[config.mk]
export PLATFORM = sky130hd
export DESIGN_NAME = pkt_check_dev_flat
export DESIGN_NICKNAME = d
export VERILOG_FILES = /design/src/core/pkt_check_pkg.sv /design/src/core/pkt_link_if.sv /design/src/core/pkt_check_dev.sv /design/src/flat_wrapper.sv
export SDC_FILE = /design/constraint.sdc
export NUM_CORES = 1
export LEC_CHECK = 0
export BUFFER_PORTS_ARGS = -buffer_cell sky130_fd_sc_hd__buf_2
export CORE_ASPECT_RATIO = 0.6
export CORE_MARGIN = 4
export CORE_UTILIZATION = 45
export CTS_BUF_LIST = sky130_fd_sc_hd__clkbuf_16
export CTS_CLUSTER_DIAMETER = 50
export DETAILED_ROUTE_END_ITERATION = 10
export PLACE_DENSITY = 0.71
export SYNTH_ARGS = -nofsm -noshare
export SYNTH_HDL_FRONTEND = slang
export SYNTH_SLANG_ARGS = --single-unit
[constraint.sdc]
create_clock -name clk -period 2 [get_ports clk]
set_clock_uncertainty 0.15 [all_clocks]
set_input_delay 0.2 -clock clk [delete_from_list [all_inputs] [get_ports clk]]
set_output_delay 0.2 -clock clk [all_outputs]
set_load 0.1 [all_outputs]
[src/core/pkt_check_pkg.sv]
// shared constants and types for the packet check-byte link
package pkt_check_pkg;
  // ==========================================================
  // crc engine
  localparam logic [7:0] CRC_POLY_NORMAL = 8'hA6;
  localparam logic [7:0] CRC_POLY_REFL   = 8'hB2;
  localparam logic [7:0] CRC_INIT        = 8'h00;
  localparam logic [7:0] CRC_ZERO        = 8'h00;
  // ==========================================================
  // framing
  localparam int BYTE_BITS     = 8;
  localparam int MAX_CMD_BITS  = 247;
  localparam int MIN_HAMMING   = 6;
  localparam logic [7:0] ADDR_AFTER_RESET = 8'h00;
  localparam logic [2:0] BIT_CNT_RESET    = 3'h0;
  localparam logic [2:0] BIT_CNT_LAST     = 3'h7;
  // ==========================================================
  // byte kinds on the link
  typedef enum logic [1:0] {
    KIND_DATA,
    KIND_ALIVE,
    KIND_CHECK
  } byte_kind_e;

  // one lsb-first step of the reflected crc register
  function automatic logic [7:0] crc_step(input logic [7:0] crc,
                                          input logic       din);
    logic fb;
    fb = crc[0] ^ din;
    crc_step = fb ? ((crc >> 1) ^ CRC_POLY_REFL) : (crc >> 1);
  endfunction
endpackage

[src/core/pkt_link_if.sv]
// serial link between host and device, one bit per strobe
`timescale 1ns/1ps
interface pkt_link_if;
  import pkt_check_pkg::*;
  // host to device
  logic       dn_valid;
  logic       dn_bit;
  logic       dn_start;
  logic       dn_check;
  logic       dn_alive;
  logic       dn_path_down;
  logic       dn_is_write;
  // device to host
  logic       up_valid;
  logic       up_bit;
  logic       up_start;
  logic       up_check;

  modport dev (
    input  dn_valid, dn_bit, dn_start, dn_check, dn_alive, dn_path_down,
           dn_is_write,
    output up_valid, up_bit, up_start, up_check
  );
  modport host (
    output dn_valid, dn_bit, dn_start, dn_check, dn_alive, dn_path_down,
           dn_is_write,
    input  up_valid, up_bit, up_start, up_check
  );
endinterface

[src/core/pkt_check_dev.sv]
// device end: check incoming packets and sign outgoing read data
//
`timescale 1ns/1ps
// Function
// - crc-8 polynomial a6 on both ends
// - stream enters crc lsb first
// - clear crc before each packet
// - check byte bit n equals remainder bit n
// - compare received check byte, execute on match
// - discard write on mismatch, registers untouched
// - mismatch sets path flag and summary flag
// - single uart reports mismatches on up path
// - dual uart selects up or down flag
// - outgoing data followed by its remainder
// - host appends check byte to every transaction
// - host may compare remainder to check byte
// - host may expect zero remainder instead
// - address zero and undetected mode after reset
// - host reinitialises chain after every reset
// - read commands carry a data-check byte
// - check byte gives distance six framing
// - host reads back written registers; bench sends no read-back after writes
// - reflected constant b2 xored on feedback
// - check and alive bytes excluded from crc
module pkt_check_dev (
  input  wire logic        clk,
  input  wire logic        reset,
  pkt_link_if.dev          link,
  input  wire logic        dual_uart,
  input  wire logic        tx_start,
  input  wire logic        tx_valid,
  input  wire logic [7:0]  tx_byte,
  input  wire logic        tx_last,
  input  wire logic        status_clear,
  output logic             tx_ready,
  output logic             write_commit,
  output logic             write_discard,
  output logic             rx_accept,
  output logic             check_error_up_path_flag,
  output logic             check_error_down_path_flag,
  output logic             check_error_summary_flag,
  output logic [7:0]       dev_address,
  output logic             mode_detected
);
  import pkt_check_pkg::*;

  // ==========================================================
  // receive side
  logic [7:0] rx_crc_r;
  logic [7:0] rx_chk_r;
  logic [2:0] rx_cnt_r;
  logic       rx_write_pend_r;
  logic       rx_path_dn_r;
  logic       rx_done;
  logic       err_pulse;

  always_ff @(posedge clk) begin
    if (reset) begin
      rx_crc_r <= CRC_INIT;
    end else if (link.dn_valid && link.dn_start) begin
      rx_crc_r <= crc_step(CRC_INIT, link.dn_bit);
    end else if (link.dn_valid && !link.dn_check && !link.dn_alive) begin
      rx_crc_r <= crc_step(rx_crc_r, link.dn_bit);
    end
  end

  // check byte gathered lsb first into its own shift register
  always_ff @(posedge clk) begin
    if (reset) begin
      rx_chk_r <= CRC_ZERO;
      rx_cnt_r <= BIT_CNT_RESET;
    end else if (link.dn_valid && link.dn_start) begin
      rx_cnt_r <= BIT_CNT_RESET;
    end else if (link.dn_valid && link.dn_check) begin
      rx_chk_r <= {link.dn_bit, rx_chk_r[7:1]};
      rx_cnt_r <= rx_cnt_r + 3'h1;
    end
  end

  assign rx_done = link.dn_valid && link.dn_check && !link.dn_start &&
                   (rx_cnt_r == BIT_CNT_LAST);

  // pending write latched with the packet start
  always_ff @(posedge clk) begin
    if (reset) begin
      rx_write_pend_r <= 1'b0;
      rx_path_dn_r    <= 1'b0;
    end else if (link.dn_valid && link.dn_start) begin
      rx_write_pend_r <= link.dn_is_write;
      rx_path_dn_r    <= link.dn_path_down;
    end else if (rx_done) begin
      rx_write_pend_r <= 1'b0;
    end
  end

  // last check bit is merged in here so the compare sees the full byte
  logic match;
  assign match = ({link.dn_bit, rx_chk_r[7:1]} == rx_crc_r);
  assign err_pulse = rx_done && !match;

  always_ff @(posedge clk) begin
    if (reset) begin
      write_commit  <= 1'b0;
      write_discard <= 1'b0;
      rx_accept     <= 1'b0;
    end else begin
      write_commit  <= rx_done && match && rx_write_pend_r;
      write_discard <= err_pulse && rx_write_pend_r;
      rx_accept     <= rx_done && match;
    end
  end

  // ==========================================================
  // error flags: set wins over clear
  logic use_dn;
  assign use_dn = dual_uart && rx_path_dn_r;

  always_ff @(posedge clk) begin
    if (reset) begin
      check_error_up_path_flag   <= 1'b0;
      check_error_down_path_flag <= 1'b0;
      check_error_summary_flag   <= 1'b0;
    end else begin
      check_error_up_path_flag <= (err_pulse && !use_dn) ||
        (check_error_up_path_flag && !status_clear);
      check_error_down_path_flag <= (err_pulse && use_dn) ||
        (check_error_down_path_flag && !status_clear);
      check_error_summary_flag <= err_pulse ||
        (check_error_summary_flag && !status_clear);
    end
  end

  // ==========================================================
  // post-reset addressing state
  always_ff @(posedge clk) begin
    if (reset) begin
      dev_address   <= ADDR_AFTER_RESET;
      mode_detected <= 1'b0;
    end else if (link.dn_valid) begin
      mode_detected <= 1'b1;
    end
  end

  // ==========================================================
  // transmit side: data bytes serialised, then the remainder
  typedef enum {TX_IDLE, TX_DATA, TX_CHECK} tx_state_e;
  tx_state_e  tx_state_r;
  logic [7:0] tx_sh_r;
  logic [7:0] tx_crc_r;
  logic [2:0] tx_cnt_r;
  logic       tx_last_r;
  logic       tx_first_r;

  always_ff @(posedge clk) begin
    if (reset) begin
      tx_state_r <= TX_IDLE;
      tx_sh_r    <= 8'h00;
      tx_crc_r   <= CRC_INIT;
      tx_cnt_r   <= BIT_CNT_RESET;
      tx_last_r  <= 1'b0;
      tx_first_r <= 1'b0;
      tx_ready   <= 1'b0;
    end else begin
      case (tx_state_r)
        TX_IDLE: begin
          tx_ready <= 1'b0;
          if (tx_start) begin
            tx_crc_r   <= CRC_INIT;
            tx_first_r <= 1'b1;
            tx_ready   <= 1'b1;
          end
          if (tx_valid && tx_ready) begin
            tx_sh_r    <= tx_byte;
            tx_last_r  <= tx_last;
            tx_cnt_r   <= BIT_CNT_RESET;
            tx_ready   <= 1'b0;
            tx_state_r <= TX_DATA;
          end
        end
        TX_DATA: begin
          tx_first_r <= 1'b0;
          tx_crc_r   <= crc_step(tx_crc_r, tx_sh_r[0]);
          tx_sh_r    <= tx_sh_r >> 1;
          tx_cnt_r   <= tx_cnt_r + 3'h1;
          if (tx_cnt_r == BIT_CNT_LAST) begin
            if (tx_last_r) begin
              tx_state_r <= TX_CHECK;
            end else begin
              tx_ready   <= 1'b1;
              tx_state_r <= TX_IDLE;
            end
          end
        end
        TX_CHECK: begin
          // remainder shifts out lsb first right after the data
          tx_crc_r <= tx_crc_r >> 1;
          tx_cnt_r <= tx_cnt_r + 3'h1;
          if (tx_cnt_r == BIT_CNT_LAST) begin
            tx_state_r <= TX_IDLE;
          end
        end
        default: tx_state_r <= TX_IDLE;
      endcase
    end
  end

  always_ff @(posedge clk) begin
    if (reset) begin
      link.up_valid <= 1'b0;
      link.up_bit   <= 1'b0;
      link.up_start <= 1'b0;
      link.up_check <= 1'b0;
    end else begin
      link.up_valid <= tx_state_r != TX_IDLE;
      link.up_bit   <= (tx_state_r == TX_CHECK) ? tx_crc_r[0] : tx_sh_r[0];
      link.up_start <= (tx_state_r == TX_DATA) && tx_first_r;
      link.up_check <= tx_state_r == TX_CHECK;
    end
  end
endmodule

[src/flat_wrapper.sv]
// flat-port wrapper written by rule: the top's interface ports become plain ports
module pkt_check_dev_flat import pkt_check_pkg::*;
  (clk, reset, dual_uart, tx_start, tx_valid, tx_byte, tx_last, status_clear, tx_ready, write_commit, write_discard, rx_accept, check_error_up_path_flag, check_error_down_path_flag, check_error_summary_flag, dev_address, mode_detected, link_dn_valid, link_dn_bit, link_dn_start, link_dn_check, link_dn_alive, link_dn_path_down, link_dn_is_write, link_up_valid, link_up_bit, link_up_start, link_up_check);
  pkt_link_if link_i ();
  input  wire logic clk;
  input  wire logic reset;
  input  wire logic dual_uart;
  input  wire logic tx_start;
  input  wire logic tx_valid;
  input  wire logic [7:0] tx_byte;
  input  wire logic tx_last;
  input  wire logic status_clear;
  output logic tx_ready;
  output logic write_commit;
  output logic write_discard;
  output logic rx_accept;
  output logic check_error_up_path_flag;
  output logic check_error_down_path_flag;
  output logic check_error_summary_flag;
  output logic [7:0] dev_address;
  output logic mode_detected;
  input wire logic [$bits(link_i.dn_valid)-1:0] link_dn_valid;
  input wire logic [$bits(link_i.dn_bit)-1:0] link_dn_bit;
  input wire logic [$bits(link_i.dn_start)-1:0] link_dn_start;
  input wire logic [$bits(link_i.dn_check)-1:0] link_dn_check;
  input wire logic [$bits(link_i.dn_alive)-1:0] link_dn_alive;
  input wire logic [$bits(link_i.dn_path_down)-1:0] link_dn_path_down;
  input wire logic [$bits(link_i.dn_is_write)-1:0] link_dn_is_write;
  output wire logic [$bits(link_i.up_valid)-1:0] link_up_valid;
  output wire logic [$bits(link_i.up_bit)-1:0] link_up_bit;
  output wire logic [$bits(link_i.up_start)-1:0] link_up_start;
  output wire logic [$bits(link_i.up_check)-1:0] link_up_check;
  assign link_i.dn_valid = link_dn_valid;
  assign link_i.dn_bit = link_dn_bit;
  assign link_i.dn_start = link_dn_start;
  assign link_i.dn_check = link_dn_check;
  assign link_i.dn_alive = link_dn_alive;
  assign link_i.dn_path_down = link_dn_path_down;
  assign link_i.dn_is_write = link_dn_is_write;
  assign link_up_valid = link_i.up_valid;
  assign link_up_bit = link_i.up_bit;
  assign link_up_start = link_i.up_start;
  assign link_up_check = link_i.up_check;
  pkt_check_dev u_core (.clk(clk), .reset(reset), .link(link_i), .dual_uart(dual_uart), .tx_start(tx_start), .tx_valid(tx_valid), .tx_byte(tx_byte), .tx_last(tx_last), .status_clear(status_clear), .tx_ready(tx_ready), .write_commit(write_commit), .write_discard(write_discard), .rx_accept(rx_accept), .check_error_up_path_flag(check_error_up_path_flag), .check_error_down_path_flag(check_error_down_path_flag), .check_error_summary_flag(check_error_summary_flag), .dev_address(dev_address), .mode_detected(mode_detected));
endmodule
==> metrics.md, run 1 <==
| Metric | Value |
|---|---|
| RSZ-0062 raised after global routing | `no` |
| Hold Path Class | `input port to flop` |
| Final #Nets | `roughly 340` |
| R2r endpoint | `u_core.tx_crc_r[4]$_SDFFE_PP0P_` |
| Util after Layout | `around 55%` |
| Ys Warns | `0` |
| Crit-path max FO | `4` |
| Setup_tns | `0 ps` |
| Core Area | `5230 µm²` |
| Residual DRC | `0` |
| Post-Syn Area | `between 2000 and 3000 µm²` |
| Finished Cell Area | `~2900 µm²` |
| Drt first-iter violations | `between 100 and 150` |
| Worst EP arrival | `between 1500 and 2000 ps` |
| Vias per cell | `between 5 and 6` |
| Number of global-route vias before repair | `approximately 1,900` |
| I/O pins | `42` |
| Slew @ Worst Pin | `roughly 560 ps` |
| Syn avg cell area | `about 9 µm²` |
| Most common cell in the synthesized netlist | `dfxtp_1` |
| Clock root buffer | `clkbuf_16` |
| Fin. Hold Viols | `0` |
| Worst setup path startpoint | `u_core.tx_state_r[1]$_SDFFE_PP0P_` |
| Placed wire-length estimate | `approximately 3900 µm` |
| Port bufs | `33` |
| Relative slew slack | `~63%` |
| Initial Util | `just under 50%` |
| Clk_lat worst skew | `roughly 290 ps` |
| Status | `completed` |
| N_diodes | `0` |
| Min cycle time layout | `1890 ps` |
| Largest net degree at the start of global routing | `24` |
| Maximum Capacitance Violations | `0` |
| FP Rows | `20` |
| EDFF count, synth | `0` |
| Non-filler cells in the finished layout | `380` |
| Endpoint class of the critical path | `flop` |
| Synth Flop Type | `dfxtp_1` |
| Gpl congestion | `slightly below 0.8` |
| CTS Buf Count | `5` |
| Dominant cells by area after synthesis | `dfxtp_1 44%, mux2i_1 7.6%, nor2_1 5.5%` |
| Router iterations before antenna repair | `4` |
| Grt total ovfl | `0` |
| Post-synthesis register bit count | `between 50 and 60` |
| Final setup viols | `0` |
| GR Util All Layers | `between 10% and 20%` |
| Post-synthesis sequential area ratio | `a little over two fifths` |
| Reg2Reg Depth | `6` |
| Worst IR drop on VDD | `roughly 0.33 mV` |
| Die height | `roughly 66 µm` |
| H-tree depth | `2` |
| Area growth syn-to-layout | `14.4%` |
| Longest Clk Path Bufs | `2` |
| Die Area | `about 6900 µm²` |
| Initial antenna violation count | `0` |
| Power Total | `2.36 mW` |
| Reg2reg setup slack | `roughly 110 ps` |
| Cell taking the most area after synthesis | `dfxtp_1` |
| Power Dens Cells | `~800 nW/µm²` |
| Wire length per cell | `13.6 µm` |
| WP data required | `roughly 2100 ps` |
| Fraction of layout cells with a size suffix above 1 | `between 10% and 20%` |
| Max-slew violation count | `0` |
| Post-synth top area share | `between 40% and 50%` |
| Final period utilization | `94.5%` |
| Cells after Synth | `279` |
| Clk sinks | `55` |
| Ys async rst share | `0%` |
| CTS tree | `done` |
| Critical path destination | `u_core.tx_crc_r[4]$_SDFFE_PP0P_` |
| Total Wirelength | `between 5000 and 6000 µm` |
| Die W | `roughly 100 µm` |
| CP startpoint kind | `flop` |
| Total placed cells including tap cells | `about 370` |
| Vias | `between 2,000 and 2,500` |
| FMAX | `around 0.53 GHz` |
| Setup CP Type | `flop to flop` |
| Worst flop-to-flop path startpoint | `u_core.tx_state_r[1]$_SDFFE_PP0P_` |
| Synth top cells by count | `55 x dfxtp_1, 37 x nor2_1, 21 x nand2_1` |
| DRT antenna net count | `0` |
| Lkg Pwr | `approximately 1.3 nW` |
| Setup bufs post-CTS | `0` |
| First-pass GRT wire length | `9160 µm` |
| Worst-path clk slew | `~70 ps` |
| Synth cell types | `between 40 and 50` |
| Cell Area, Placed | `between 2000 and 3000 µm²` |
## cells by family after synthesis
logic type | Yosys count | share of synthesized area (%)
AO/OA/AOI/OAI | 57 | 15.4
XOR/XNOR | 14 | 4.87
adder cells (fa/ha/maj) | 8 | 3.97
buffers and inverters | 30 | 6.46
flip-flops | 55 | 43.7
multiplexers | 19 | 7.55
other | 1 | 0.149
AND/OR/NAND/NOR | 95 | 17.9
## state kept, by name, summed over array words and instances, names as in the netlist, 2 cells and up
name               cells
u_core.rx_chk_r        7
u_core.rx_cnt_r        3
u_core.rx_crc_r        8
u_core.tx_cnt_r        3
u_core.tx_crc_r        8
u_core.tx_sh_r         8
u_core.tx_state_r      2
## worst max-delay path, stage by stage (launching register included)
cell	delay, ps
dfxtp_1	390
inv_1	90
ha_2	340
inv_1	70
a211o_1	280
nor3_1	320
a221o_1	200
## how the worst min path moves through the flow
stage                     slack, ps  depth (start not counted)                                  startpoint                                          to
after floorplan                 190                          2                                     tx_last               u_core.tx_last_r$_SDFFE_PP0P_
after global placement          280                          1  u_core.check_error_summary_flag$_SDFF_PP0_  u_core.check_error_summary_flag$_SDFF_PP0_
after detailed placement        290                          1  u_core.check_error_summary_flag$_SDFF_PP0_  u_core.check_error_summary_flag$_SDFF_PP0_
after CTS                         2                          3                                     tx_last               u_core.tx_last_r$_SDFFE_PP0P_
after global routing             20                          3                           link_dn_path_down            u_core.rx_path_dn_r$_SDFFE_PP0P_
final                             7                          3                                     tx_last               u_core.tx_last_r$_SDFFE_PP0P_
## power breakdown
group          leakage [nW]  switching, mW  total (mW)  internal [mW]
registers             0.447         0.0249        1.15           1.13
clock network        0.0664          0.411       0.880          0.469
logic                 0.744          0.232       0.326         0.0937
## cell type report
cell class              instances  area (µm²)
multi-input cells             201        1280
well taps                      66        82.6
fillers                       488        2350
repair buffers                 42         233
clock inverters                 3        23.8
clock buffers                   5         125
flip-flops and latches         55        1100
inverters                       8        30.0
## layout by cell type, fill, tap and decap left out, drive strengths merged, types with 4 or more instances in the layout
master / instances
nor3: 7
nor3b: 4
a22oi: 4
nor2: 37
o21ai: 10
inv: 9
ha: 8
a21oi: 18
dfxtp: 55
mux2i: 19
xor2: 13
clkbuf: 5
buf: 42
a211oi: 10
nand3: 9
conb: 8
nand2: 21
## per-stage QoR
stage                     worst slack, ps  hold WS, ps
after detailed placement              165          286
after CTS                             152         2.24
after global routing                 11.9         17.9
after global placement                234          282
final                                 110         7.49
after floorplan                       194          194
## layer usage
layer  global-route usage, %  vias up  part of all wire (%)
met3                    4.10        6                   6.2
met2                    22.2       61                    36
met4                    6.71        0                   1.2
met5                       0        -                     0
met1                    25.1      914                    56
li1                        -     1024                     -
## what timing repair did
| item | in CTS | in global routing |
|---|---|---|
| setup endpoints to repair | 0 | 1 |
| resized for setup | 0 | 1 |
| hold buffers | 0 | 0 |
Note: power is estimated with default switching activity, not from simulation.
==> run 2, diff against run 1 <==
--- a/config.mk
+++ b/config.mk
@@ -7,12 +7,11 @@
 export LEC_CHECK = 0
 export BUFFER_PORTS_ARGS = -buffer_cell sky130_fd_sc_hd__buf_2
 export CORE_ASPECT_RATIO = 0.6
-export CORE_MARGIN = 4
 export CORE_UTILIZATION = 45
 export CTS_BUF_LIST = sky130_fd_sc_hd__clkbuf_16
 export CTS_CLUSTER_DIAMETER = 50
 export DETAILED_ROUTE_END_ITERATION = 10
-export PLACE_DENSITY = 0.71
+export PLACE_DENSITY = 0.66
 export SYNTH_ARGS = -nofsm -noshare
 export SYNTH_HDL_FRONTEND = slang
 export SYNTH_SLANG_ARGS = --single-unit
==> run 2 against run 1 <==
  * Count of clock-buffer cells in the layout is the same
  * Routed wire length is 3.9% lower
  * Sequential share of layout area is 0.52 points lower
  * Critical endpoint is now u_core.tx_crc_r[5]$_SDFFE_PP0P_
  * Via count shrank 0.80%
  * Utilization is 0.77 points higher
  * Combinational power up 2%
==> metrics.md, run 2 (synthesis results as in run 1) <==
| Metric | Value |
|---|---|
| Status | `completed (unchanged)` |
| Filler Cells Inserted | `471 (was 488)` |
| First-pass GRT wire length | `8540 µm (was 9160 µm)` |
| Commonest non-fill, non-tap cells in the layout | `54 x dfxtp_1, 37 x nor2_1, 33 x buf_2 (unchanged)` |
| N_diodes | `0 (unchanged)` |
| Initial Util | `48.2% (unchanged)` |
| FMAX | `0.564 GHz (was 0.529 GHz)` |
| Clk sinks | `55 (unchanged)` |
| Gpl congestion | `0.790 (was 0.793)` |
| Power Total | `2.47 mW (was 2.36 mW)` |
| Largest net degree at the start of global routing | `18 (was 24)` |
| Grt total ovfl | `0 (unchanged)` |
| Vias | `1,989 (was 2,005)` |
| Port bufs | `33 (unchanged)` |
| Area growth syn-to-layout | `15.9% (was 14.4%)` |
| Worst-path clk slew | `70 ps (about the same)` |
| Vias per cell | `5.21 (was 5.28)` |
| Die Area | `5910 µm² (was 6900 µm²)` |
| Longest Clk Path Bufs | `2 (unchanged)` |
| Endpoint class of the critical path | `flop (unchanged)` |
| Crit-path max FO | `4 (unchanged)` |
| Placed wire-length estimate | `3620 µm (was 3870 µm)` |
| WP data required | `2090 ps (about the same)` |
| Most common cell after layout, fill and taps aside | `dfxtp_1 (unchanged)` |
| Router iterations before antenna repair | `4 (unchanged)` |
| CTS Buf Count | `5 (unchanged)` |
| Post-Place Setup Slack | `131 ps (was 165 ps)` |
| I/O pins | `42 (unchanged)` |
| Relative slew slack | `63.4% (was 62.7%)` |
| Hold Path Class | `input port to flop (unchanged)` |
| Residual DRC | `0 (unchanged)` |
| Max-slew violation count | `0 (unchanged)` |
| RSZ-0062 raised after global routing | `no (unchanged)` |
| Total Wirelength | `4970 µm (was 5180 µm)` |
| Setup_tns | `0 ps (unchanged)` |
| Power Dens Cells | `845 nW/µm² (was 819 nW/µm²)` |
| PnR worst setup slack | `228 ps (was 110 ps)` |
| GR Util All Layers | `18.7% (was 16.6%)` |
| Die W | `98.6 µm (was 105 µm)` |
| Fin. Hold Viols | `0 (unchanged)` |
| Clk_lat worst skew | `290 ps (about the same)` |
| Maximum Capacitance Violations | `0 (unchanged)` |
| Lkg Pwr | `1.28 nW (was 1.26 nW)` |
| Final period utilization | `88.6% (was 94.5%)` |
| Slew @ Worst Pin | `548 ps (was 559 ps)` |
| Die height | `60.0 µm (was 66.0 µm)` |
| Drt first-iter violations | `101 (was 110)` |
| Initial antenna violation count | `0 (unchanged)` |
| Fraction of layout cells with a size suffix above 1 | `19.3% (was 18.5%)` |
| CP startpoint kind | `flop (unchanged)` |
| Number of global-route vias before repair | `1,817 (was 1,894)` |
| Setup CP Type | `flop to flop (unchanged)` |
| Worst EP arrival | `1860 ps (was 1980 ps)` |
| Largest regs | `u_core.rx_crc_r x8, u_core.tx_crc_r x8, u_core.tx_sh_r x8 (unchanged)` |
| Wire length per cell | `13.0 µm (was 13.6 µm)` |
| H-tree depth | `2 (unchanged)` |
| FP Rows | `20 (unchanged)` |
| Final #Nets | `345 (was 343)` |
| Clock root buffer | `clkbuf_16 (unchanged)` |
| Worst IR drop on VDD | `0.374 mV (was 0.330 mV)` |
| Final setup viols | `0 (unchanged)` |
| DRT antenna net count | `0 (unchanged)` |
| Min cycle time layout | `1770 ps (was 1890 ps)` |
| CTS tree | `done (unchanged)` |
| Core Area | `5230 µm² (unchanged)` |
## run 2: cell types whose count changed in the layout (fill, tap and decap cells not counted), sizes merged
cell      before  now
bufinv         0    1
buf           42   44
clkinv         0    2
clkinvlp       2    0
inv            9    8
## run 2: area by class of cell
cell class              count  area [µm²]  area share (%)
flip-flops and latches     55        1100            37.7
multi-input cells         201        1290            44.1
clock buffers               5         125            4.28
clock inverters             3        43.8            1.50
well taps                  66        82.6            2.83
repair buffers             44         248            8.48
inverters                   8        30.0            1.03
## run 2: what timing repair did
action | 4_1_cts | 5_1_grt
buffers inserted | 0 | 0
gates resized for setup | 0 | 2
hold buffers | 0 | 0
setup endpoints to repair | 0 | 15
## run 2: where the power goes
part	internal, mW	switching (mW)	total, mW
clock network	0.591	0.392	0.982
registers	1.13	0.0253	1.15
logic	0.0979	0.236	0.334
total	1.82	0.653	2.47
## run 2: path summary, 6_finish.rpt
kind / start / to / slack [ps] / depth (start not counted)
setup / recovery: u_core.tx_state_r[1]$_SDFFE_PP0P_ / u_core.tx_crc_r[5]$_SDFFE_PP0P_ / 230 / 6
hold / removal: tx_last / u_core.tx_last_r$_SDFFE_PP0P_ / 10 / 3
setup reg to reg: u_core.tx_state_r[1]$_SDFFE_PP0P_ / u_core.tx_crc_r[5]$_SDFFE_PP0P_ / 230 / 6
hold reg to reg: u_core.check_error_summary_flag$_SDFF_PP0_ / u_core.check_error_summary_flag$_SDFF_PP0_ / 300 / 1
## run 2: per-layer routing
| metal | wire length (µm) | vias to the layer above | track usage (%) |
|---|---|---|---|
| li1 | - | 1041 | - |
| met1 | 2810 | 897 | 27.5 |
| met2 | 1870 | 43 | 26.6 |
| met3 | 231 | 8 | 4.33 |
| met4 | 60 | 0 | 7.04 |
| met5 | 0 | - | 0 |
## run 2: critical path, cell delays in order (launching register included)
cell	delay (ps)
dfxtp_1	380
inv_1	80
ha_2	330
inv_1	70
a211o_1	290
nor3_2	240
a221o_1	170
## run 2: metrics by stage
step | hold WS (ps) | std cells | cell area, µm² | utilization, %
after floorplan | 194 | 286 | 2550 | -
after global placement | 282 | 374 | 2740 | 52.5
after detailed placement | 290 | 374 | 2740 | 52.5
after CTS | 9.87 | 382 | 2910 | 55.7
after global routing | 13.1 | 382 | 2920 | 55.8
final | 11.2 | 382 | 2920 | 55.8
